<file path="config.mk">
export PLATFORM = sky130hd
export DESIGN_NAME = spc_serial_port
export DESIGN_NICKNAME = d
export VERILOG_FILES = /design/src/design/spc_pkg.sv /design/src/design/spc_sync.sv /design/src/design/spc_serial_port.sv
export SDC_FILE = /design/constraint.sdc
export NUM_CORES = 1
export LEC_CHECK = 0
export ABC_AREA = 1
export BUFFER_PORTS_ARGS = -buffer_cell sky130_fd_sc_hd__clkbuf_2
export CORE_AREA = 2 2 129 131
export CTS_BUF_LIST = sky130_fd_sc_hd__clkbuf_2
export CTS_CLUSTER_SIZE = 8
export DETAILED_ROUTE_END_ITERATION = 6
export DIE_AREA = 0 0 131 133
export PLACE_DENSITY = 0.55
export SLEW_MARGIN = 10
export SYNTH_ARGS = -nofsm -noshare
export SYNTH_HDL_FRONTEND = slang
export SYNTH_SLANG_ARGS = --single-unit
</file>
<file path="constraint.sdc">
create_clock -name clk -period 2.46 [get_ports clk]
set_input_delay 0 -clock clk [delete_from_list [all_inputs] [get_ports clk]]
set_output_delay 0 -clock clk [all_outputs]
set_load 0.01 [all_outputs]
</file>
<file path="src/design/spc_pkg.sv">
// Package: register map, field layout and encodings of the serial port block
package spc_pkg;
	localparam logic [7:0]  CTRL_OFS    = 8'h00;
	localparam logic [7:0]  DATA_OFS    = 8'h04;
	localparam logic [7:0]  STAT_OFS    = 8'h08;
	localparam logic [7:0]  BAUD_OFS    = 8'h0c;
	localparam logic [15:0] CTRL_RESET  = 16'h0000;
	localparam logic [15:0] CTRL_WMASK  = 16'h87ff;
	localparam logic [7:0]  BAUD_RESET  = 8'h04;
	localparam logic [3:0]  LAST_EDGE   = 4'hf;
	localparam logic [1:0]  LEAD_LAST   = 2'h1;
	localparam logic [1:0]  DEPTH_STD   = 2'h1;
	localparam logic [1:0]  DEPTH_ENH   = 2'h2;
	localparam int          SYNC_W      = 4;
	localparam logic [3:0]  SYNC_INIT   = 4'h4;
	localparam int          ST_BUSY     = 0;
	localparam int          ST_TXFULL   = 1;
	localparam int          ST_RXFULL   = 2;
	localparam int          ST_RXOVF    = 3;
	localparam int          ST_TXOVF    = 4;

	typedef struct packed {
		logic       moduleOn;
		logic [3:0] reserved;
		logic       framedModeOn;
		logic       audioModeOn;
		logic       transmitEdge;
		logic       slaveSelectUse;
		logic       clockIdlePolarity;
		logic       masterRoleSelect;
		logic       serialInRelease;
		logic       serialClockRelease;
		logic       baudSourceSelect;
		logic       framePulseEdge;
		logic       enhancedBufferOn;
	} spc_ctrl_t;

	typedef struct packed {
		logic mclk;
		logic ss;
		logic sdi;
		logic sck;
	} spc_pins_t;

	typedef enum logic [1:0] {
		ST_IDLE  = 2'b00,
		ST_LEAD  = 2'b01,
		ST_SHIFT = 2'b11
	} spc_state_t;
endpackage : spc_pkg

</file>
<file path="src/design/spc_sync.sv">
// Three-stage input synchroniser; output moves when stages two and three agree
`timescale 1ns/1ns
module spc_sync #(
	parameter int           W    = 4,
	parameter logic [W-1:0] INIT = '0
) (
	input  wire logic         clk,
	input  wire logic         resetn,
	input  wire logic [W-1:0] async,
	output logic      [W-1:0] sync
);
	logic [W-1:0] stage1;
	logic [W-1:0] stage2;
	logic [W-1:0] stage3;

	genvar i;
	generate
		for (i = 0; i < W; i++) begin : g_bit
			always_ff @(posedge clk or negedge resetn) begin
				if (!resetn) begin
					stage1[i] <= INIT[i];
					stage2[i] <= INIT[i];
					stage3[i] <= INIT[i];
					sync[i]   <= INIT[i];
				end else begin
					stage1[i] <= async[i];
					stage2[i] <= stage1[i];
					stage3[i] <= stage2[i];
					if (stage2[i] == stage3[i]) begin
						sync[i] <= stage3[i];
					end
				end
			end
		end
	endgenerate
endmodule : spc_sync

</file>
<file path="src/design/spc_serial_port.sv">
// Serial port engine with its low control register, reached over APB
`timescale 1ns/1ns
module spc_serial_port (
	input  wire logic        clk,
	input  wire logic        resetn,
	input  wire logic [7:0]  paddr,
	input  wire logic        psel,
	input  wire logic        penable,
	input  wire logic        pwrite,
	input  wire logic [31:0] pwdata,
	output logic      [31:0] prdata,
	output logic             pready,
	output logic             pslverr,
	input  wire logic        sckIn,
	output logic             sckOut,
	output logic             sckOeN,
	input  wire logic        sdiIn,
	output logic             sdoOut,
	output logic             sdoOeN,
	input  wire logic        slaveSelectN,
	input  wire logic        mclkIn,
	output logic             frameOut,
	output logic             sdiOwned,
	output logic             sckOwned,
	output logic             ssOwned
);
	spc_pkg::spc_ctrl_t  ctrl;
	spc_pkg::spc_ctrl_t  next_ctrl;
	spc_pkg::spc_state_t state;
	spc_pkg::spc_state_t next_state;
	spc_pkg::spc_pins_t  pinsRaw;
	spc_pkg::spc_pins_t  pinsSync;
	logic [7:0]  baudDiv;
	logic [7:0]  brgCnt;
	logic [7:0]  txShift;
	logic [7:0]  rxShift;
	logic [7:0]  rxData;
	logic [7:0]  txq [0:1];
	logic [1:0]  txCount;
	logic [1:0]  leadCnt;
	logic [3:0]  edgeCnt;
	logic [15:0] statusWord;
	logic        sckLevel;
	logic        sckPrev;
	logic        mclkPrev;
	logic        rxFull;
	logic        rxOvf;
	logic        txOvf;

	function automatic logic isReg(input logic [7:0] a, input logic [7:0] ofs);
		return a == ofs;
	endfunction : isReg

	assign pinsRaw = '{mclk: mclkIn, ss: slaveSelectN, sdi: sdiIn, sck: sckIn};

	spc_sync #(
		.W    (spc_pkg::SYNC_W),
		.INIT (spc_pkg::SYNC_INIT)
	) u_sync (
		.clk    (clk),
		.resetn (resetn),
		.async  (pinsRaw),
		.sync   (pinsSync)
	);

	// Bus decode
	wire logic setup   = psel & ~penable;
	wire logic access  = psel & penable;
	wire logic selCtrl = isReg(paddr, spc_pkg::CTRL_OFS);
	wire logic selData = isReg(paddr, spc_pkg::DATA_OFS);
	wire logic selStat = isReg(paddr, spc_pkg::STAT_OFS);
	wire logic selBaud = isReg(paddr, spc_pkg::BAUD_OFS);
	wire logic hit     = selCtrl | selData | selStat | selBaud;
	wire logic ctrlWr  = access & pwrite & selCtrl;
	wire logic dataWr  = access & pwrite & selData;
	wire logic dataRd  = access & ~pwrite & selData;
	wire logic statWr  = access & pwrite & selStat;
	wire logic baudWr  = access & pwrite & selBaud;

	assign pready  = 1'b1;
	assign pslverr = access & ~hit;

	// Effective modes
	wire logic ckeEff   = ctrl.transmitEdge & ~ctrl.audioModeOn;
	wire logic isMaster = ctrl.moduleOn & ctrl.masterRoleSelect;
	wire logic isSlave  = ctrl.moduleOn & ~ctrl.masterRoleSelect;
	wire logic ssUse    = isSlave & ctrl.slaveSelectUse & ~ctrl.framedModeOn;
	wire logic selected = ~ssUse | ~pinsSync.ss;
	wire logic sdiEff   = ~ctrl.serialInRelease & pinsSync.sdi;
	wire logic sckSeen  = ~ctrl.serialClockRelease & pinsSync.sck;
	wire logic clock_idle_polarity      = ctrl.clockIdlePolarity;

	assign ssOwned  = ssUse;
	assign sdiOwned = ctrl.moduleOn & ~ctrl.serialInRelease;
	assign sckOwned = ctrl.moduleOn & ~ctrl.serialClockRelease;
	assign sckOeN   = ~(isMaster & ~ctrl.serialClockRelease);
	assign sdoOeN   = ~(ctrl.moduleOn & selected);
	assign sckOut   = sckLevel;

	// Baud generator
	wire logic srcTick = ctrl.baudSourceSelect ? (pinsSync.mclk & ~mclkPrev) : 1'b1;
	wire logic brgTick = isMaster & (state != spc_pkg::ST_IDLE) & srcTick & (brgCnt == baudDiv);

	// Clock edges, master from the generator, slave from the pin
	wire logic atIdle   = sckLevel == clock_idle_polarity;
	wire logic mLead    = brgTick & (state == spc_pkg::ST_SHIFT) & atIdle;
	wire logic mTrail   = brgTick & (state == spc_pkg::ST_SHIFT) & ~atIdle;
	wire logic sckChg   = isSlave & selected & (sckSeen != sckPrev);
	wire logic sLead    = sckChg & (sckSeen != clock_idle_polarity);
	wire logic sTrail   = sckChg & (sckSeen == clock_idle_polarity);
	wire logic leadEv   = mLead | sLead;
	wire logic trailEv  = mTrail | sTrail;
	wire logic anyEv    = leadEv | trailEv;
	wire logic shiftEv  = ckeEff ? trailEv : leadEv;
	wire logic sampleEv = ckeEff ? leadEv : trailEv;
	wire logic lastEdge = anyEv & (edgeCnt == spc_pkg::LAST_EDGE);
	wire logic [7:0] rxNext = {rxShift[6:0], sdiEff};
	wire logic firstBit = (edgeCnt == 4'h0) | ((edgeCnt == 4'h1) & ~trailEv);

	// Transmit buffer
	wire logic [1:0] txCap = ctrl.enhancedBufferOn ? spc_pkg::DEPTH_ENH : spc_pkg::DEPTH_STD;
	wire logic room    = txCount < txCap;
	wire logic push    = dataWr & room;
	wire logic pop     = lastEdge & (txCount != 2'h0);
	wire logic pushIdx = pop ? 1'b0 : txCount[0];
	wire logic [7:0] head = (txCount != 2'h0) ? txq[0] : 8'h00;
	wire logic startM  = isMaster & (state == spc_pkg::ST_IDLE) & (txCount != 2'h0);
	wire logic abort   = ~ctrl.moduleOn | (isSlave & ~selected);

	always_comb begin
		next_ctrl = spc_pkg::spc_ctrl_t'(pwdata[15:0] & spc_pkg::CTRL_WMASK);
		if (ctrl.moduleOn) begin
			next_ctrl.baudSourceSelect = ctrl.baudSourceSelect;
		end
	end

	always_comb begin
		next_state = state;
		case (state)
			spc_pkg::ST_IDLE: begin
				if (startM) begin
					next_state = (ctrl.framedModeOn & ~ctrl.framePulseEdge) ? spc_pkg::ST_LEAD
						: spc_pkg::ST_SHIFT;
				end else if (sLead | sTrail) begin
					next_state = spc_pkg::ST_SHIFT;
				end
			end
			spc_pkg::ST_LEAD: begin
				if (brgTick & (leadCnt == spc_pkg::LEAD_LAST)) begin
					next_state = spc_pkg::ST_SHIFT;
				end
			end
			spc_pkg::ST_SHIFT: begin
				if (lastEdge) begin
					next_state = spc_pkg::ST_IDLE;
				end
			end
			default: next_state = spc_pkg::ST_IDLE;
		endcase
		if (abort) begin
			next_state = spc_pkg::ST_IDLE;
		end
	end

	always_comb begin
		statusWord = '0;
		statusWord[spc_pkg::ST_BUSY]   = state != spc_pkg::ST_IDLE;
		statusWord[spc_pkg::ST_TXFULL] = ~room;
		statusWord[spc_pkg::ST_RXFULL] = rxFull;
		statusWord[spc_pkg::ST_RXOVF]  = rxOvf;
		statusWord[spc_pkg::ST_TXOVF]  = txOvf;
	end

	wire logic [31:0] readWord = selCtrl ? {16'h0000, ctrl}
		: selData ? {24'h000000, rxData}
		: selStat ? {16'h0000, statusWord}
		: selBaud ? {24'h000000, baudDiv} : 32'h00000000;

	always_ff @(posedge clk or negedge resetn) begin
		if (!resetn) begin
			ctrl    <= spc_pkg::spc_ctrl_t'(spc_pkg::CTRL_RESET);
			baudDiv <= spc_pkg::BAUD_RESET;
			prdata  <= 32'h00000000;
		end else begin
			if (ctrlWr) begin
				ctrl <= next_ctrl;
			end
			if (baudWr) begin
				baudDiv <= pwdata[7:0];
			end
			if (setup) begin
				prdata <= readWord;
			end
		end
	end

	always_ff @(posedge clk or negedge resetn) begin
		if (!resetn) begin
			state    <= spc_pkg::ST_IDLE;
			brgCnt   <= 8'h00;
			leadCnt  <= 2'h0;
			sckLevel <= 1'b0;
			sckPrev  <= 1'b0;
			mclkPrev <= 1'b0;
			frameOut <= 1'b0;
		end else begin
			state    <= next_state;
			sckPrev  <= sckSeen;
			mclkPrev <= pinsSync.mclk;
			brgCnt   <= (~isMaster | (state == spc_pkg::ST_IDLE) | brgTick) ? 8'h00
				: (srcTick ? brgCnt + 8'h01 : brgCnt);
			leadCnt  <= (state != spc_pkg::ST_LEAD) ? 2'h0 : (brgTick ? leadCnt + 2'h1 : leadCnt);
			sckLevel <= (state != spc_pkg::ST_SHIFT) ? clock_idle_polarity : (brgTick ? ~sckLevel : sckLevel);
			frameOut <= isMaster & ctrl.framedModeOn & ((next_state == spc_pkg::ST_LEAD)
				| ((next_state == spc_pkg::ST_SHIFT) & ctrl.framePulseEdge & firstBit));
		end
	end

	// Shift engine
	always_ff @(posedge clk or negedge resetn) begin
		if (!resetn) begin
			edgeCnt <= 4'h0;
			txShift <= 8'h00;
			rxShift <= 8'h00;
			sdoOut  <= 1'b0;
		end else if (abort | ((state == spc_pkg::ST_IDLE) & ~anyEv)) begin
			edgeCnt <= 4'h0;
			txShift <= head;
			sdoOut  <= head[7];
		end else if (anyEv) begin
			edgeCnt <= edgeCnt + 4'h1;
			if (sampleEv) begin
				rxShift <= rxNext;
			end
			if (shiftEv) begin
				sdoOut  <= ckeEff ? txShift[6] : txShift[7];
				txShift <= {txShift[6:0], 1'b0};
			end
		end
	end

	always_ff @(posedge clk or negedge resetn) begin
		if (!resetn) begin
			txCount <= 2'h0;
			txq[0]  <= 8'h00;
			txq[1]  <= 8'h00;
			rxData  <= 8'h00;
			rxFull  <= 1'b0;
			rxOvf   <= 1'b0;
			txOvf   <= 1'b0;
		end else begin
			txCount <= txCount + {1'b0, push} - {1'b0, pop};
			if (pop) begin
				txq[0] <= txq[1];
			end
			if (push) begin
				txq[pushIdx] <= pwdata[7:0];
			end
			if (lastEdge) begin
				rxData <= sampleEv ? rxNext : rxShift;
			end
			rxFull <= lastEdge | (rxFull & ~dataRd);
			rxOvf  <= (lastEdge & rxFull & ~dataRd) | (rxOvf & ~(statWr & pwdata[spc_pkg::ST_RXOVF]));
			txOvf  <= (dataWr & ~room) | (txOvf & ~(statWr & pwdata[spc_pkg::ST_TXOVF]));
		end
	end
endmodule : spc_serial_port

</file>
# == Word level (Yosys, flattened, before mapping) ==
# Index checks and enable logic that the tools add are counted.
# word_totals
register_bits,134
latchBits,0
ramBits,0
rom_bits,0
wordCells,227
mem_count,0
# op_classes
addsub,5
n_mul,0
div,0
magnitude_cmp,3
eq_ne,21
n_shift,0
n_mux,38
n_bitwise,98
n_reduce_logical,14
# op_table
op,count
$mux 8,12
$and 1x1->1,54
$mux 16,2
$not 1->1,26
$mux 2,9
$or 1x1->1,17
$bwmux 16,1
$eq 8x4->1 const B,2
$reduce_bool 2->1,7
$mux 1,10
$add 8x1->8 const B,1
$demux 8 s1,1
$eq 8x3->1 const B,1
$eq 8x8->1,1
$logic_not 8->1,1
$mux 4,2
$eq 1x1->1,6
$eq 2x1->1 const B,3
$pmux 2 s3,1
$reduce_and 2->1,3
$add 4x1->4 const B,1
$eq 2x2->1 const B,2
$eq 4x1->1 const B,1
$eq 4x4->1 const B,1
13 further kinds,14

# == Longest topological paths before layout ==
# logic_depth
ltp_word,21
ltp_mapped,15

# == Hierarchy ==
# From an unflattened synthesis, not the netlist that was laid out.
# hier_totals
hier_cells,668
area_unflattened_um2,5530.3
# modules_own_cells
module,n_inst,cells_per_inst,area_each_um2
spc_serial_port,1,636,5059.9
spc_sync,1,32,470.5

# == Worst setup path after synthesis ==
# No wires, ideal clock.
# synth_path
path_kind,register to register
from,register baudDiv[2]
to,register txCount[0]
arrival_ns,2.072
required_ns,2.334
path_slack_ns,0.263
path_stages_with_launch,15
cell_sequence,dfstp_2 > inv_1 > nand2_1 > nand2_1 > nor2_1 > nand2_1 > nor2_2 > nand4_1 > nand2_2 > o21ai_4 > buf_6 > nor2_8 > ha_1 > inv_1 > ha_1
# synth_via
elab_chain_len,9
elab_cells_between_ends,11
classes_between,add/sub: 1; eq/ne: 1; bitwise: 9
# synth_rtl
element,line,text
from (decl),spc_serial_port.sv:33,logic [7:0] baudDiv;
from (signal assigned),spc_serial_port.sv:182,baudDiv <= spc_pkg::BAUD_RESET;
from (signal assigned),spc_serial_port.sv:189,baudDiv <= pwdata[7:0];
$eq 8x8->1 (*),spc_serial_port.sv:102,wire logic brgTick = isMaster & (state != spc_pkg::ST_IDLE) & srcTick & (brgCnt == baudDiv);
$and 1x1->1 (*),spc_serial_port.sv:102,
$and 1x1->1 (*),"spc_serial_port.sv:106, spc_serial_port.sv:107",
"$and 1x1->1, on equally long branches","spc_serial_port.sv:106, spc_serial_port.sv:107",
"$or 1x1->1, on equally long branches","spc_serial_port.sv:111, spc_serial_port.sv:112",
$or 1x1->1 (*),spc_serial_port.sv:113,wire logic anyEv = leadEv | trailEv;
$and 1x1->1 (*),spc_serial_port.sv:116,wire logic lastEdge = anyEv & (edgeCnt == spc_pkg::LAST_EDGE);
$and 1x1->1 (*),spc_serial_port.sv:124,wire logic pop = lastEdge & (txCount != 2'h0);
$sub 2x1->2 (*),spc_serial_port.sv:252,"txCount <= txCount + {1'b0, push} - {1'b0, pop};"
to (signal assigned),spc_serial_port.sv:252,
to (decl),spc_serial_port.sv:39,logic [1:0] txCount;
# Every way passes the cells marked *; elsewhere a longest branch is shown, timed or not.
# A chain may end at the register's enable or synchronous reset.

# == Worst setup path after layout ==
# layout_path
from,register baudDiv[2]
to,register txCount[1]
# Same word-level chain as after synthesis.

==> flow_summary.toml <==
[cts]
postCtsSetupRepairBufs = 0
path_clk_slew_ns = 0.18
clockBufferDepth = 2
numClockSinks = 114
clock-root-buffer = "clkbuf_2"
cts_tree = "done"
numCtsBuffers = 17
clk_latency_ns = 0.73
htreeDepth = 4

[sta]
hold_viol = 0
rsz0062_at_grt = "true"
post-route-worst-setup-slack_ns = 0.177
fmax_ghz = 0.438
fin_skew_ns = 0.0354
slew_headroom = 0.558
whs_ns = 0.0341
worst_pin_slew_ns = 0.663
setup_viol = 0
period_share = 0.928
slew_violations = 0
min_period_ns = 2.28

[grt]
grt_overflow = 0
grt_pass1_vias = 4411
grt_first_pass_wirelength_um = 22000
grt_antenna_before_repair = 1
grt_start_max_net_pins = 39
grt_use_total = 0.164

[setup_path]
critical_path_arrival_ns = 2.93
critical_path.slowest_cell = "dfstp_2"
endpoint_kind = "register"
cp.required_ns = 3.11
cp_common_cell = "nand2_1"
critPathKind = "register to register"
critPathLaunchType = "register"
path_cells = "inv_1 -> nand2_1 -> nand2_1 -> nor2_1 -> nand2_1 -> nor2_4 -> nand4_1 -> nand2_2 -> o21ai_4 -> nor2_8 -> ha_1 -> inv_1 -> ha_1 -> xnor2_1"
cpPeakStageDelay_ns = 0.58
crit_fanout = 6

[pwr]
peakVddDrop_mv = 0.242
p_leak_nw = 3.35
finalPower_w = 0.00386
p_per_area_nw_per_um2 = 576

[logic_synthesis]
netlist_instances = 647
ys_warn_count = 0
synth-seq-cells = 114
yosys.area.top_type_share = 0.495
ys_seq_area_frac = 0.519
synth_area_sq_um = 5510
async_reset_ff_frac = 1.00
ys_types = 39
synth-main-ff-cell = "dfrtp_1"
synth_edf_count = 0
synth_top_area_cell = "dfrtp_1"
synthTopCellsByArea = "dfrtp_1, nand2_1, inv_1"
avgSynthCellArea_sq_um = 8.51

[floorplan]
die_area_sq_um = 17400
core_region_area_sq_um = 16200
initial_utilization = 0.341
die_y_um = 133
rows = 47
die_x_um = 131
ios = 91

[cells_and_area]
area_growth_pct = 21.7
layout-drive-gt1-share = 0.172
fin_util = 0.414
fin_cells = 993
nets = 816

[job]
cap_violations = 0

[min_path]
hold_class = "primary input to register"

[routing]
post-route-drc-count = 0
vias = 4519
wl_um = 13300
drt_iter0_drc = 304
post_drt_wl_per_cell_um = 13.4
via_per_inst = 4.55
ant_nets = 0
firstDrtPassIters = 5

[placement]
dp_hpwl_um = 9600
port_buffers = 49
dp.cells = 915
dp_slack_ns = 0.0941
place_congestion = 0.908

[status]
status = "completed"
==> cell usage in the layout (no fill, tap or decap), types with 2 or more instances in the layout <==
cell / instances
o21ai_1: 16
o31ai_1: 4
a221oi_1: 5
nor2_1: 30
conb_1: 21
nor2_2: 2
buf_4: 12
nand2_2: 6
clkinv_2: 2
a21oi_1: 15
clkinvlp_4: 2
nor3b_1: 2
dfrtp_1: 109
clkbuf_2: 69
inv_1: 84
nand2_1: 184
xnor2_1: 6
o21ai_0: 40
nand4_1: 5
o21ai_2: 5
inv_2: 9
xor2_1: 2
ha_1: 8
maj3_1: 4
nand3_1: 41
o21ai_4: 2
o22ai_1: 6
nor3_1: 7
dlygate4sd3_1: 44
bufinv_16: 4
nor2_4: 6
dfstp_2: 5
nor2_8: 2
clkinv_1: 2
==> power breakdown <==
group | leakage [nW] | internal, W | switching [W] | total (W)
registers | 1.42 | 0.00194 | 0.0000460 | 0.00198
logic | 1.77 | 0.000165 | 0.000308 | 0.000474
clock network | 0.159 | 0.000676 | 0.000730 | 0.00141
==> logic make-up after synthesis <==
kind of cell,synth area share
compound gates,0.103
buf+inv,0.104
fa+ha+maj,0.0254
simple gates,0.234
other cells,0.00136
flops,0.519
xor+xnor,0.0127
==> layer usage <==
layer,routed length [um],GRT usage
met3,547,0.0380
met4,279,0.0597
met5,0,0
met2,6160,0.251
met1,6320,0.228
==> registers in the layout, indices dropped and copies added (netlist names), 4 cells and up, named ones only <==
name,flops
baudDiv,8
ctrl,11
prdata,12
u_sync.stage3,4
u_sync.sync,4
rxShift,8
u_sync.stage2,4
brgCnt,8
edgeCnt,4
u_sync.stage1,4
txq,8
txShift,8
rxData,8
==> critical path: cells and delay by family (launching register included) <==
family / cells / cell delay (ns)
AND/OR/NAND/NOR: 8 / 0.92
flip-flops: 1 / 0.58
adder cells (fa/ha/maj): 2 / 0.37
XOR/XNOR: 1 / 0.12
buffers and inverters: 2 / 0.11
AO/OA/AOI/OAI: 1 / 0.11
==> path summary, 6_finish.rpt <==
path | startpoint | to | slack [ns] | cells past startpoint
setup / recovery | baudDiv[2] | txCount[1] | 0.18 | 14
hold / removal | paddr[5] | rxOvf | 0.03 | 9
setup reg to reg | baudDiv[2] | txCount[1] | 0.18 | 14
hold reg to reg | u_sync.stage1[2] | u_sync.stage2[2] | 0.37 | 0
max in group asynchronous | resetn | u_sync.sync[2] | 1.65 | 4
min in group asynchronous | resetn | baudDiv[2] | 0.37 | 3
==> Yosys cell counts, types with 6 or more instances <==
| library cell | count |
|---|---|
| clkbuf_1 | 6 |
| a21oi_1 | 15 |
| nand3_1 | 41 |
| nand2_1 | 184 |
| o21ai_1 | 16 |
| o21ai_2 | 6 |
| xnor2_1 | 6 |
| inv_1 | 84 |
| inv_2 | 9 |
| o22ai_1 | 6 |
| ha_1 | 8 |
| nor2_1 | 30 |
| o21ai_0 | 40 |
| dfrtp_1 | 109 |
| buf_4 | 21 |
| nor3_1 | 7 |
| nand2_2 | 6 |
==> metrics by stage <==
stage               TNS [ns]  instance area (sq um)
floorplan                  0                   5580
global placement           0                   5960
detailed placement         0                   5960
CTS                        0                   6690
global route         -0.0217                   6700
finish                     0                   6700
==> cell type report <==
class	instances	area [sq um]
Antenna cell	1	2.50
Clock buffer	21	105
Clock inverter	11	161
Fill cell	1638	9470
Inverter	93	349
Multi-Input combinational cell	428	2160
Sequential cell	114	2860
Tap cell	220	275
Timing Repair Buffer	105	791
==> what timing repair did <==
action / 4_1_cts / 5_1_grt
gates resized for setup: 0 / 2
hold endpoints to repair: 163 / 0
hold buffers: 45 / 0
setup endpoints to repair: 0 / 16
Note: power is estimated with default switching activity, not from simulation.
